--- src/common/dcp_pkg.sv ---
// Package of constants and types for the down counter with PWM output.
package dcp_pkg;
  // ----------------------------------------------------------------------
  // Register map
  // ----------------------------------------------------------------------
  localparam logic [2:0] ADDR_VALUE = 3'h0;
  localparam logic [2:0] ADDR_CTRL = 3'h1;
  localparam logic [2:0] ADDR_CTRL2 = 3'h2;
  localparam logic [2:0] ADDR_DUTY = 3'h3;
  localparam logic [2:0] ADDR_HIGH = 3'h4;
  localparam logic [2:0] ADDR_IRQ_STAT = 3'h5;
  localparam logic [2:0] ADDR_IRQ_MASK = 3'h6;
  localparam logic [2:0] ADDR_PRESC = 3'h7;
  // ----------------------------------------------------------------------
  // Field positions and widths
  // ----------------------------------------------------------------------
  localparam int CNT_W = 10;
  localparam int CTL_EN = 0;
  localparam int CTL_RL = 1;
  localparam int CTL_OS = 2;
  localparam int CTL_MOE = 5;
  localparam int CTL_PAL = 6;
  localparam int CTL_POE = 7;
  localparam int C2_CS = 5;
  localparam int C2_CE = 4;
  localparam int C2_PSD = 3;
  localparam int HI_RLD = 4;
  localparam int HI_DUTY = 0;
  localparam int IRQ_UF = 0;
  localparam int IRQ_PWM = 1;
  // ----------------------------------------------------------------------
  // Reset values and constants
  // ----------------------------------------------------------------------
  localparam logic [7:0] CTRL_RST = 8'h00;
  localparam logic [7:0] CTRL2_RST = 8'h3f;
  localparam logic [7:0] ZERO8 = 8'h00;
  localparam logic [9:0] CNT_FULL = 10'h3ff;
  localparam logic [9:0] CNT_ZERO = 10'h000;
  localparam logic [9:0] CNT_ONE = 10'h001;
  localparam logic [7:0] PS_ONE = 8'h01;
  localparam logic [7:0] PS_RST = 8'hff;
  // Decoded control word.
  typedef struct packed {
    logic pwm_pin_enable;
    logic pwm_active_low;
    logic match_toggle_pin_enable;
    logic one_shot_select;
    logic reload_from_stored_value;
    logic counter_enable;
  } dcp_ctrl_t;
  // Pin drive bundle.
  typedef struct packed {
    logic o;
    logic oe;
  } dcp_pin_t;
endpackage : dcp_pkg

--- src/logic/dcp_down_counter.sv ---
// Ten-bit down counter with prescaler, PWM and underflow toggle output.
//
// Our own choice: the strobed register port.
`timescale 1ns/100ps
`default_nettype none
// Functional notes
// - Reading count register returns live count, upper two bits in shared high register.
// - Writing count stores reload with high-register bits and loads running count.
// - One-shot mode counts down to zero then stops, ignoring reload select.
// - Free-running mode keeps counting after every underflow.
// - Free-running with reload select one reloads the stored value on underflow.
// - Free-running with reload select zero reloads full scale on underflow.
// - PWM polarity bit one makes output active low, zero active high.
// - PWM enable puts PWM waveform on port B pin four; with neither PWM nor match enable, port control.
// - Match output toggles per underflow and drives the pin when enabled.
// - Underflow toggle output has priority over PWM on the shared pin.
// - Clock source picks instruction clock or external pin; edge bit picks edge.
// - Active-low enabled prescaler divides by two to 256 via three-bit code.
// - Reload sets PWM period; ten-bit duty from high register and duty register.
module dcp_down_counter (
  input wire logic clk_sys, // System clock, 250 MHz.
  input wire logic rst_n, // Asynchronous reset, active low.
  input wire logic inst_tick, // Instruction clock enable pulse.
  input wire logic ext_clk_pin, // External counter clock pin level.
  input wire logic [2:0] reg_addr, // Register address.
  input wire logic [7:0] reg_wdata, // Register write data.
  input wire logic reg_wr, // Write strobe.
  input wire logic reg_rd, // Read strobe.
  output logic [7:0] reg_rdata, // Read data, valid the cycle after the strobe.
  input wire logic gpio_out, // Port pin output level from port logic.
  input wire logic gpio_oe, // Port pin output enable from port logic.
  output logic port_b_pin_four_o, // Port B pin four output level.
  output logic port_b_pin_four_oe, // Port B pin four output enable.
  output logic underflow_toggle_out, // Underflow toggle signal.
  output logic irq // Level interrupt.
);
  // ----------------------------------------------------------------------
  // Registers
  // ----------------------------------------------------------------------
  logic [9:0] count_r, count_nxt;
  logic [9:0] reload_r;
  logic [7:0] ctrl_r;
  logic [7:0] ctrl2_r;
  logic [7:0] duty_r;
  logic [7:0] high_r;
  logic [1:0] irq_stat_r, irq_mask_r;
  logic [7:0] presc_r;
  logic ext_d_r;
  logic toggle_r;
  logic stopped_r;
  logic pwm_r;
  logic [7:0] rdata_r;
  dcp_pkg::dcp_ctrl_t ctl;
  dcp_pkg::dcp_pin_t pin;

  assign ctl = '{pwm_pin_enable: ctrl_r[dcp_pkg::CTL_POE],
                 pwm_active_low: ctrl_r[dcp_pkg::CTL_PAL],
                 match_toggle_pin_enable: ctrl_r[dcp_pkg::CTL_MOE],
                 one_shot_select: ctrl_r[dcp_pkg::CTL_OS],
                 reload_from_stored_value: ctrl_r[dcp_pkg::CTL_RL],
                 counter_enable: ctrl_r[dcp_pkg::CTL_EN]};

  // ----------------------------------------------------------------------
  // Address decode
  // ----------------------------------------------------------------------
  wire wr_value = reg_wr && (reg_addr == dcp_pkg::ADDR_VALUE);
  wire wr_ctrl = reg_wr && (reg_addr == dcp_pkg::ADDR_CTRL);
  wire wr_ctrl2 = reg_wr && (reg_addr == dcp_pkg::ADDR_CTRL2);
  wire wr_duty = reg_wr && (reg_addr == dcp_pkg::ADDR_DUTY);
  wire wr_high = reg_wr && (reg_addr == dcp_pkg::ADDR_HIGH);
  wire wr_stat = reg_wr && (reg_addr == dcp_pkg::ADDR_IRQ_STAT);
  wire wr_mask = reg_wr && (reg_addr == dcp_pkg::ADDR_IRQ_MASK);

  // ----------------------------------------------------------------------
  // Clock source, edge and prescaler
  // ----------------------------------------------------------------------
  wire [2:0] prescale_rate_code = ctrl2_r[2:0];
  wire prescale_disable_n = ctrl2_r[dcp_pkg::C2_PSD];
  wire counter_edge_select = ctrl2_r[dcp_pkg::C2_CE];
  wire counter_clock_source = ctrl2_r[dcp_pkg::C2_CS];
  wire ext_rise = ext_clk_pin && !ext_d_r;
  wire ext_fall = !ext_clk_pin && ext_d_r;
  wire ext_edge = counter_edge_select ? ext_fall : ext_rise;
  wire src_tick = counter_clock_source ? ext_edge : inst_tick;
  wire [7:0] presc_dec = presc_r - dcp_pkg::PS_ONE;
  // The prescaler counts down; bit k falling marks a divide by 2^(k+1).
  wire presc_tick = src_tick && presc_r[prescale_rate_code] && !presc_dec[prescale_rate_code];
  wire cnt_tick = prescale_disable_n ? src_tick : presc_tick;

  // ----------------------------------------------------------------------
  // Counter next state
  // ----------------------------------------------------------------------
  wire at_zero = (count_r == dcp_pkg::CNT_ZERO);
  wire do_dec = ctl.counter_enable && cnt_tick && !stopped_r;
  wire underflow = do_dec && at_zero;
  wire [9:0] reload_src = ctl.reload_from_stored_value ? reload_r : dcp_pkg::CNT_FULL;
  wire [9:0] wr_reload = {high_r[dcp_pkg::HI_RLD +: 2], reg_wdata};
  wire [9:0] duty_val = {high_r[dcp_pkg::HI_DUTY +: 2], duty_r};

  always_comb begin
    count_nxt = count_r;
    if (wr_value) begin
      count_nxt = wr_reload;
    end else if (do_dec) begin
      if (!at_zero) begin
        count_nxt = count_r - dcp_pkg::CNT_ONE;
      end else if (!ctl.one_shot_select) begin
        count_nxt = reload_src;
      end
    end
  end

  // ----------------------------------------------------------------------
  // Sequential state
  // ----------------------------------------------------------------------
  always_ff @(posedge clk_sys or negedge rst_n) begin
    if (!rst_n) begin
      count_r <= dcp_pkg::CNT_ZERO;
      reload_r <= dcp_pkg::CNT_ZERO;
      ext_d_r <= 1'b0;
      presc_r <= dcp_pkg::PS_RST;
    end else begin
      count_r <= count_nxt;
      ext_d_r <= ext_clk_pin;
      if (wr_value) begin
        reload_r <= wr_reload;
      end
      if (prescale_disable_n || wr_ctrl2) begin
        presc_r <= dcp_pkg::PS_RST;
      end else if (src_tick) begin
        presc_r <= presc_dec;
      end
    end
  end

  // One-shot stops after reaching zero; a count write or leaving one-shot rearms.
  always_ff @(posedge clk_sys or negedge rst_n) begin
    if (!rst_n) begin
      stopped_r <= 1'b0;
    end else if (wr_value || !ctl.one_shot_select) begin
      stopped_r <= 1'b0;
    end else if (underflow) begin
      stopped_r <= 1'b1;
    end
  end

  always_ff @(posedge clk_sys or negedge rst_n) begin
    if (!rst_n) begin
      toggle_r <= 1'b0;
    end else if (underflow) begin
      toggle_r <= !toggle_r;
    end
  end

  // PWM is active while the count lies below the duty value within the reload frame.
  wire pwm_active = (count_r < duty_val);
  always_ff @(posedge clk_sys or negedge rst_n) begin
    if (!rst_n) begin
      pwm_r <= 1'b0;
    end else begin
      pwm_r <= pwm_active ^ ctl.pwm_active_low;
    end
  end

  // ----------------------------------------------------------------------
  // Software registers
  // ----------------------------------------------------------------------
  always_ff @(posedge clk_sys or negedge rst_n) begin
    if (!rst_n) begin
      ctrl_r <= dcp_pkg::CTRL_RST;
      ctrl2_r <= dcp_pkg::CTRL2_RST;
      duty_r <= dcp_pkg::ZERO8;
      high_r <= dcp_pkg::ZERO8;
      irq_mask_r <= 2'h0;
    end else begin
      if (wr_ctrl) ctrl_r <= reg_wdata;
      if (wr_ctrl2) ctrl2_r <= reg_wdata;
      if (wr_duty) duty_r <= reg_wdata;
      if (wr_high) high_r <= reg_wdata;
      if (wr_mask) irq_mask_r <= reg_wdata[1:0];
    end
  end

  // Sticky events: a set in the same cycle as a write-one clear wins.
  wire pwm_start = underflow;
  logic [1:0] irq_set;
  assign irq_set = {pwm_start && ctl.pwm_pin_enable, underflow};
  always_ff @(posedge clk_sys or negedge rst_n) begin
    if (!rst_n) begin
      irq_stat_r <= 2'h0;
    end else begin
      irq_stat_r <= (irq_stat_r & ~(wr_stat ? reg_wdata[1:0] : 2'h0)) | irq_set;
    end
  end
  assign irq = |(irq_stat_r & irq_mask_r);

  // ----------------------------------------------------------------------
  // Read path
  // ----------------------------------------------------------------------
  logic [7:0] rd_mux;
  always_comb begin
    unique case (reg_addr)
      dcp_pkg::ADDR_VALUE: rd_mux = count_r[7:0];
      dcp_pkg::ADDR_CTRL: rd_mux = ctrl_r & 8'he7;
      dcp_pkg::ADDR_CTRL2: rd_mux = ctrl2_r & 8'h3f;
      dcp_pkg::ADDR_DUTY: rd_mux = duty_r;
      dcp_pkg::ADDR_HIGH: rd_mux = {high_r[7:6], count_r[9:8], high_r[3:0]};
      dcp_pkg::ADDR_IRQ_STAT: rd_mux = {6'h00, irq_stat_r};
      dcp_pkg::ADDR_IRQ_MASK: rd_mux = {6'h00, irq_mask_r};
      dcp_pkg::ADDR_PRESC: rd_mux = presc_r;
    endcase
  end

  always_ff @(posedge clk_sys or negedge rst_n) begin
    if (!rst_n) begin
      rdata_r <= dcp_pkg::ZERO8;
    end else if (reg_rd) begin
      rdata_r <= rd_mux;
    end else begin
      rdata_r <= dcp_pkg::ZERO8;
    end
  end
  assign reg_rdata = rdata_r;

  // ----------------------------------------------------------------------
  // Pin multiplexing
  // ----------------------------------------------------------------------
  always_comb begin
    if (ctl.match_toggle_pin_enable) begin
      pin = '{o: toggle_r, oe: 1'b1};
    end else if (ctl.pwm_pin_enable) begin
      pin = '{o: pwm_r, oe: 1'b1};
    end else begin
      pin = '{o: gpio_out, oe: gpio_oe};
    end
  end
  assign port_b_pin_four_o = pin.o;
  assign port_b_pin_four_oe = pin.oe;
  assign underflow_toggle_out = toggle_r;
endmodule // dcp_down_counter
`default_nettype wire

--- config.mk ---
export PLATFORM = sky130hd
export DESIGN_NAME = dcp_down_counter
export DESIGN_NICKNAME = d
export VERILOG_FILES = /design/src/common/dcp_pkg.sv /design/src/logic/dcp_down_counter.sv
export SDC_FILE = /design/constraint.sdc
export NUM_CORES = 1
export LEC_CHECK = 0
export BUFFER_PORTS_ARGS = -buffer_cell sky130_fd_sc_hd__buf_4
export CORE_MARGIN = 5
export CORE_UTILIZATION = 50
export DETAILED_ROUTE_END_ITERATION = 10
export GPL_TIMING_DRIVEN = 0
export HOLD_SLACK_MARGIN = 0.12
export PLACE_DENSITY_LB_ADDON = 0.12
export SYNTH_ARGS = -nofsm -noshare
export SYNTH_HDL_FRONTEND = slang
export SYNTH_SLANG_ARGS = --single-unit
--- constraint.sdc ---
create_clock -name clk_sys -period 5.1 [get_ports clk_sys]
set_clock_uncertainty 0.1 [all_clocks]
set_input_delay 0 -clock clk_sys [delete_from_list [all_inputs] [get_ports clk_sys]]
set_output_delay 0 -clock clk_sys [all_outputs]
set_load 0.02 [all_outputs]
==> results of run 1 <==
-- metrics by stage --
step	hold WS (ns)	instance area, um^2	power, mW
3_3_place_gp	0.0216	4310	1.42
3_5_place_dp	0.0268	4310	1.44
5_1_grt	0.200	4640	1.97
2_1_floorplan	-0.396	3960	1.23
6_report	0.179	4640	1.84
4_1_cts	0.186	4640	1.84
-- cell families after synthesis --
family                   after synthesis  share of synthesized area [%]
AND/OR/NAND/NOR                      149                           18.9
AO/OA/AOI/OAI                         82                           14.0
flip-flops                            72                           46.0
multiplexers                          41                           11.9
buffers and inverters                 35                           3.70
adder cells (fa/ha/maj)               11                           3.48
XOR/XNOR                               9                           1.99
-- state kept, by name, summed over array words and instances (netlist names), 2 cells and up --
| signal | flops |
|---|---|
| presc_r | 8 |
| reload_r | 10 |
| count_r | 10 |
| reg_rdata | 8 |
| high_r | 8 |
| ctrl_r | 6 |
| irq_mask_r | 2 |
| ctrl2_r | 6 |
| irq_stat_r | 2 |
| duty_r | 8 |
-- synth_stat cells (4+ instances only) --
library cell / instances / area (um^2)
a21oi_1: 8 / 40.0
a221oi_1: 5 / 43.8
a22oi_1: 4 / 30.0
a31oi_1: 8 / 50.1
clkbuf_1: 11 / 41.3
dfrtp_1: 58 / 1450
dfstp_2: 14 / 368
ha_1: 11 / 138
inv_1: 19 / 71.3
mux2_2: 29 / 327
mux2i_1: 10 / 100
nand2_1: 54 / 203
nand2b_1: 6 / 37.5
nand3_1: 9 / 45.0
nand3b_1: 4 / 30.0
nor2_1: 26 / 97.6
nor2b_1: 5 / 31.3
nor3_1: 10 / 50.1
o211ai_1: 7 / 52.6
o21ai_0: 23 / 115
or3_1: 11 / 68.8
xnor2_1: 5 / 43.8
xor2_1: 4 / 35.0
-- worst paths after layout --
kind                                      endpoint  slack, ns  depth (start not counted)
min in group clk_sys            port_b_pin_four_oe       0.18                          3
worst max-delay path                    count_r[6]       2.19                          8
worst min register to register         reload_r[4]       0.37                          2
max in group asynchronous               count_r[8]       4.06                          2
worst max register to register          count_r[6]       2.19                          8
worst min-delay path                         pwm_r       0.18                          2
-- power by group --
group	internal, mW	switching, mW	leakage, nW
registers	0.710	0.167	0.864
clock network	0.175	0.212	0.0801
logic	0.283	0.298	1.05
total	1.17	0.677	1.99
-- worst max-delay path, delay by kind of cell, from the launching register on --
kind            cells  cell delay [ns]
buf+inv             2             0.43
compound gates      4             0.72
flops               1             0.59
mux                 1             0.49
simple gates        1             0.45
-- final cells by class --
cell class                      instances  area share [%]
Sequential cell                        72            39.2
Multi-Input combinational cell        292            42.9
Buffer                                 15            1.54
Inverter                               20            1.62
Clock inverter                          4           0.486
Tap cell                              102            2.75
Timing Repair Buffer                   47            8.53
Clock buffer                           12            2.91
-- metal layers --
layer,GRT usage (%),vias to the layer above
met3,3.82,23
li1,-,1560
met5,0,-
met2,34.5,134
met4,9.14,0
met1,32.7,1588
==> results by group, run 1 <==
Routing
  • Average wire per standard cell: 18.9 um
  • DRC Markers: 0
  • DRT iter0 DRCs: 289
  • M1 WL: 4.78 mm
  • Routed length on met3: 678 um
  • Top sig layer: met4
  • DRT Pass-1 Iters: 5
  • Antenna-violating nets left: 0
  • Met2 wire len: 4.95 mm
  • Vias per inst: 5.86
  • Via count: 3305
  • Routed wire length: 10.7 mm

Clock network
  • Clock Pin Slew Worst Setup and Hold Paths: 0.08 ns
  • # clock sinks: 72
  • Post-CTS Setup Bufs: 0
  • Inserted Clock Buffers: 9
  • Max clock buf depth: 2
  • Htree depth: 3
  • CTS resizes: 0
  • CTS tree: built
  • CTS Root Cell: clkbuf_8
  • # hold bufs at CTS: 17
  • Clk_lat worst skew: 0.35 ns

Timing
  • Worst-Margin Slew: 1.31 ns
  • Slew headroom: 12.1%
  • Max Slew Vio Count: 0
  • Setup Viol. Count Final: 0
  • Final min period: 2.91 ns
  • Setup TNS: 0 ns
  • Hold Violations, Final: 0
  • Post-route setup slack: between 2 and 2.5 ns
  • F_max: 343 MHz
  • Final period util: a little under three fifths
  • RSZ-0062 raised after global routing: false

Pwr
  • Lkg Pwr: 1.99 nW
  • Worst vdd ir: 0.000182 V
  • Pwr per Cell Area: 398 nW/um^2

Place
  • Placer Congestion: 0.907
  • Port Buffer Count: 30
  • Placed insts: approximately 530
  • Dpl ws: 2.21 ns
  • Detail Placement HPWL: about 7.5 mm

Yosys
  • Synth warnings: 0
  • Synth Flop Type: dfrtp_1
  • Synth cell types: 57
  • Mapped Cells: 399
  • Yosys reg bits: 72
  • Mapped Nets: 429
  • Asr flop ratio synth: 100%
  • Sequential area share after synthesis: between 40% and 50%
  • Post-Syn Area per Cell: 9.91 um^2
  • Number of synthesized flops with an enable pin: 0
  • Netlist Area Pre-Place: approximately 4000 um^2

GRT
  • Initial antenna violation count: 0
  • Total track usage: between 20 and 25%
  • Vias in the first global route: 3302
  • First-pass GRT wire length: 17.5 mm
  • Grt ovf: 0
  • Largest net degree at the start of global routing: 73

Layout
  • Nets: 487
  • Commonest non-fill, non-tap cell in the layout: dfrtp_1
  • Reg area: 1820 um^2
  • Area delta synth->final: 17.2%
  • Fillers: about 650
  • Final core occ: between 50% and 60%
  • Post-Layout Cell Count: 564
  • Most frequent cells in the layout: 58 x dfrtp_1, 54 x nand2_1, 30 x buf_4
  • Area of the multi-input gates: 1990 um^2
  • Share of cells above drive strength 1: 20.8%
  • Ant diodes: 0

Critical path
  • Slowest stage delay, CP: ~0.59 ns
  • WP data required: 5.21 ns
  • Worst-path fanout max: 10
  • CP Capture Type: flip-flop
  • Setup crit start kind: flip-flop
  • Critical path type: flip-flop to flip-flop
  • Setup crit start: presc_r[3]
  • Worst endpoint data arrival time: 3.02 ns
  • Slowest stage cell on the critical path: dfstp_2
  • Critical-path cell list: or4b_1 > mux4_2 > o21bai_1 > o21ai_1 > buf_6 > clkbuf_1 > o31ai_1 > a31oi_1
  • Worst R2R Start: presc_r[3]

Die
  • Die Y: 98.9 um
  • DIE AREA: 9790 um^2
  • I/O pins: 31
  • Core Box Area: 7730 um^2
  • Site row count: 32
  • Initial Util: 51.2%
  • DIE WIDTH: 98.9 um

Min path
  • Path type of the worst min-delay path: input pin to asynchronous set/reset pin

Status
  • Status: completed

Job
  • Max cap viols: 0
No activity file was read; power rests on OpenSTA's default activity.
==> run 2: changes to the inputs <==
==> constraint.sdc (replaced) <==
create_clock -name clk_sys -period 2.9 [get_ports clk_sys]
set_clock_uncertainty 0.1 [all_clocks]
set_input_delay 0 -clock clk_sys [delete_from_list [all_inputs] [get_ports clk_sys]]
set_output_delay 0 -clock clk_sys [all_outputs]
set_load 0.02 [all_outputs]
==> run 2 against run 1 <==
Compared with the run above: sequential share of layout area fell by 0.32 points; largest power group unchanged; flip-flop and latch count did not move; critical endpoint is now count_r[8]; highest routed layer unchanged; clock power rose by 76%.
==> results by group, run 2 (synthesis results as in run 1) <==
Status
  • Status: completed

Routing
  • Routed wire length: 10.7 mm
  • Vias per inst: 5.87
  • Via count: 3333
  • DRT iter0 DRCs: 271
  • Average wire per standard cell: 18.9 um
  • DRC Markers: 0
  • DRT Pass-1 Iters: 5
  • Antenna-violating nets left: 0

Critical path
  • Slowest stage cell on the critical path: dfstp_2
  • Critical-path cell list: or4b_1 > mux4_2 > o21bai_1 > o21ai_2 > buf_6 > or4_1 > a31oi_1
  • Reg2reg end: count_r[8]
  • Slowest stage delay, CP: 0.56 ns
  • WP data required: around 3.1 ns
  • Setup crit start kind: flip-flop
  • Critical path type: flip-flop to flip-flop
  • CP Capture Type: flip-flop
  • Worst R2R Start: presc_r[3]
  • Worst-path fanout max: 10
  • Reg2Reg Setup Slack: 0.12 ns
  • Crit path to: count_r[8]
  • Setup crit start: presc_r[3]
  • Cell count of the worst reg-to-reg path: 7
  • Worst endpoint data arrival time: between 2 and 3 ns

GRT
  • Vias in the first global route: 3302
  • Grt ovf: 0
  • Total track usage: 22.8%
  • Largest net degree at the start of global routing: 73
  • Initial antenna violation count: 0
  • First-pass GRT wire length: ~18 mm

Clock network
  • CTS tree: built
  • # clock sinks: 72
  • Inserted Clock Buffers: 9
  • Clk_lat worst skew: 0.35 ns
  • CTS Root Cell: clkbuf_8
  • Clock Pin Slew Worst Setup and Hold Paths: 0.07 ns
  • Htree depth: 3
  • Max clock buf depth: 2

Timing
  • F_max: approximately 360 MHz
  • Hold Violations, Final: 0
  • Slew headroom: between 10% and 20%
  • Worst-Margin Slew: 1.28 ns
  • Setup Viol. Count Final: 0
  • Max Slew Vio Count: 0
  • Final period util: between 90% and 100%
  • Final min period: between 2 and 3 ns
  • Setup TNS: 0 ns

Die
  • Core Box Area: 7730 um^2
  • Site row count: 32
  • DIE WIDTH: around 99 um
  • DIE AREA: about 9800 um^2
  • Die Y: roughly 100 um
  • I/O pins: 31
  • Initial Util: around 50%

Pwr
  • Worst vdd ir: 0.000320 V
  • Pwr per Cell Area: 697 nW/um^2
  • Lkg Pwr: 2.01 nW

Layout
  • Nets: between 400 and 500
  • Post-Layout Cell Count: ~570
  • Share of cells above drive strength 1: around 22%
  • Largest registers: count_r x10, reload_r x10
  • Commonest non-fill, non-tap cell in the layout: dfrtp_1
  • Ant diodes: 0
  • Area delta synth->final: 18.2%
  • Design area: 4670 um^2
  • Most frequent cells in the layout: 58 x dfrtp_1, 54 x nand2_1, 34 x buf_4

Place
  • Port Buffer Count: 30
  • Placed insts: ~530
  • Detail Placement HPWL: 7.50 mm
  • DP Area: roughly 4300 um^2
  • Placer Congestion: between 0.9 and 1

Min path
  • Path type of the worst min-delay path: input pin to output pin

Job
  • Max cap viols: 0
-- run 2: cell types whose count changed in the layout (fill, tap and decap cells not counted), sizes merged --
cell	before	now
buf	34	38
-- run 2: stage by stage --
step	hold WS (ns)	utilization [%]	total power, mW	setup slack, ns
floorplan	-0.396	-	2.16	0.289
global placement	0.0216	55.7	2.50	0.0271
detailed placement	0.0268	55.7	2.54	0.00744
CTS	0.186	60.0	3.24	0.0358
global route	0.200	60.5	3.47	-0.00848
finish	0.185	60.5	3.26	0.115
-- run 2: where the power goes --
part	internal [mW]	total [mW]	switching, mW
sequential	1.25	1.54	0.292
clock	0.307	0.679	0.372
combinational	0.507	1.04	0.530
-- run 2: worst min path at each step --
stage / from / to / slack [ns] / depth (start not counted)
after floorplan: rst_n / count_r[0] / -0.40 / 0
after global placement: ext_clk_pin / ext_d_r / 0.02 / 1
after detailed placement: ext_clk_pin / ext_d_r / 0.03 / 1
after CTS: gpio_oe / port_b_pin_four_oe / 0.19 / 3
after global routing: gpio_oe / port_b_pin_four_oe / 0.20 / 3
final: gpio_oe / port_b_pin_four_oe / 0.18 / 3
-- run 2: area by class of cell --
type                            instances  area [um^2]
Buffer                                 15         72.6
Tap cell                              102          128
Fill cell                             656         3050
Clock inverter                          4         22.5
Sequential cell                        72         1820
Timing Repair Buffer                   51          425
Inverter                               20         75.1
Multi-Input combinational cell        292         2000
Clock buffer                           12          135
-- run 2: per-layer routing --
layer  vias to the layer above  share of wire (%)  global-route usage (%)
li1                       1567                  -                       -
met1                      1617                 45                    32.7
met5                         -                  0                       0
met2                       125                 46                    34.5
met4                         0                2.5                    9.14
met3                        24                6.1                    3.82
-- run 2: critical path, delay by kind of cell, from the launching register on --
family | cells | cell delay [ns]
AND/OR/NAND/NOR | 2 | 0.93
flip-flops | 1 | 0.56
multiplexers | 1 | 0.49
AO/OA/AOI/OAI | 3 | 0.47
buffers and inverters | 1 | 0.16
-- run 2: what timing repair did --
item / CTS / global route
hold endpoints to repair: 117 / 0
gates cloned: 0 / 0
resized for setup: 1 / 2
endpoints found under the setup margin: 1 / 7
setup buffers: 0 / 4
hold buffers: 17 / 0
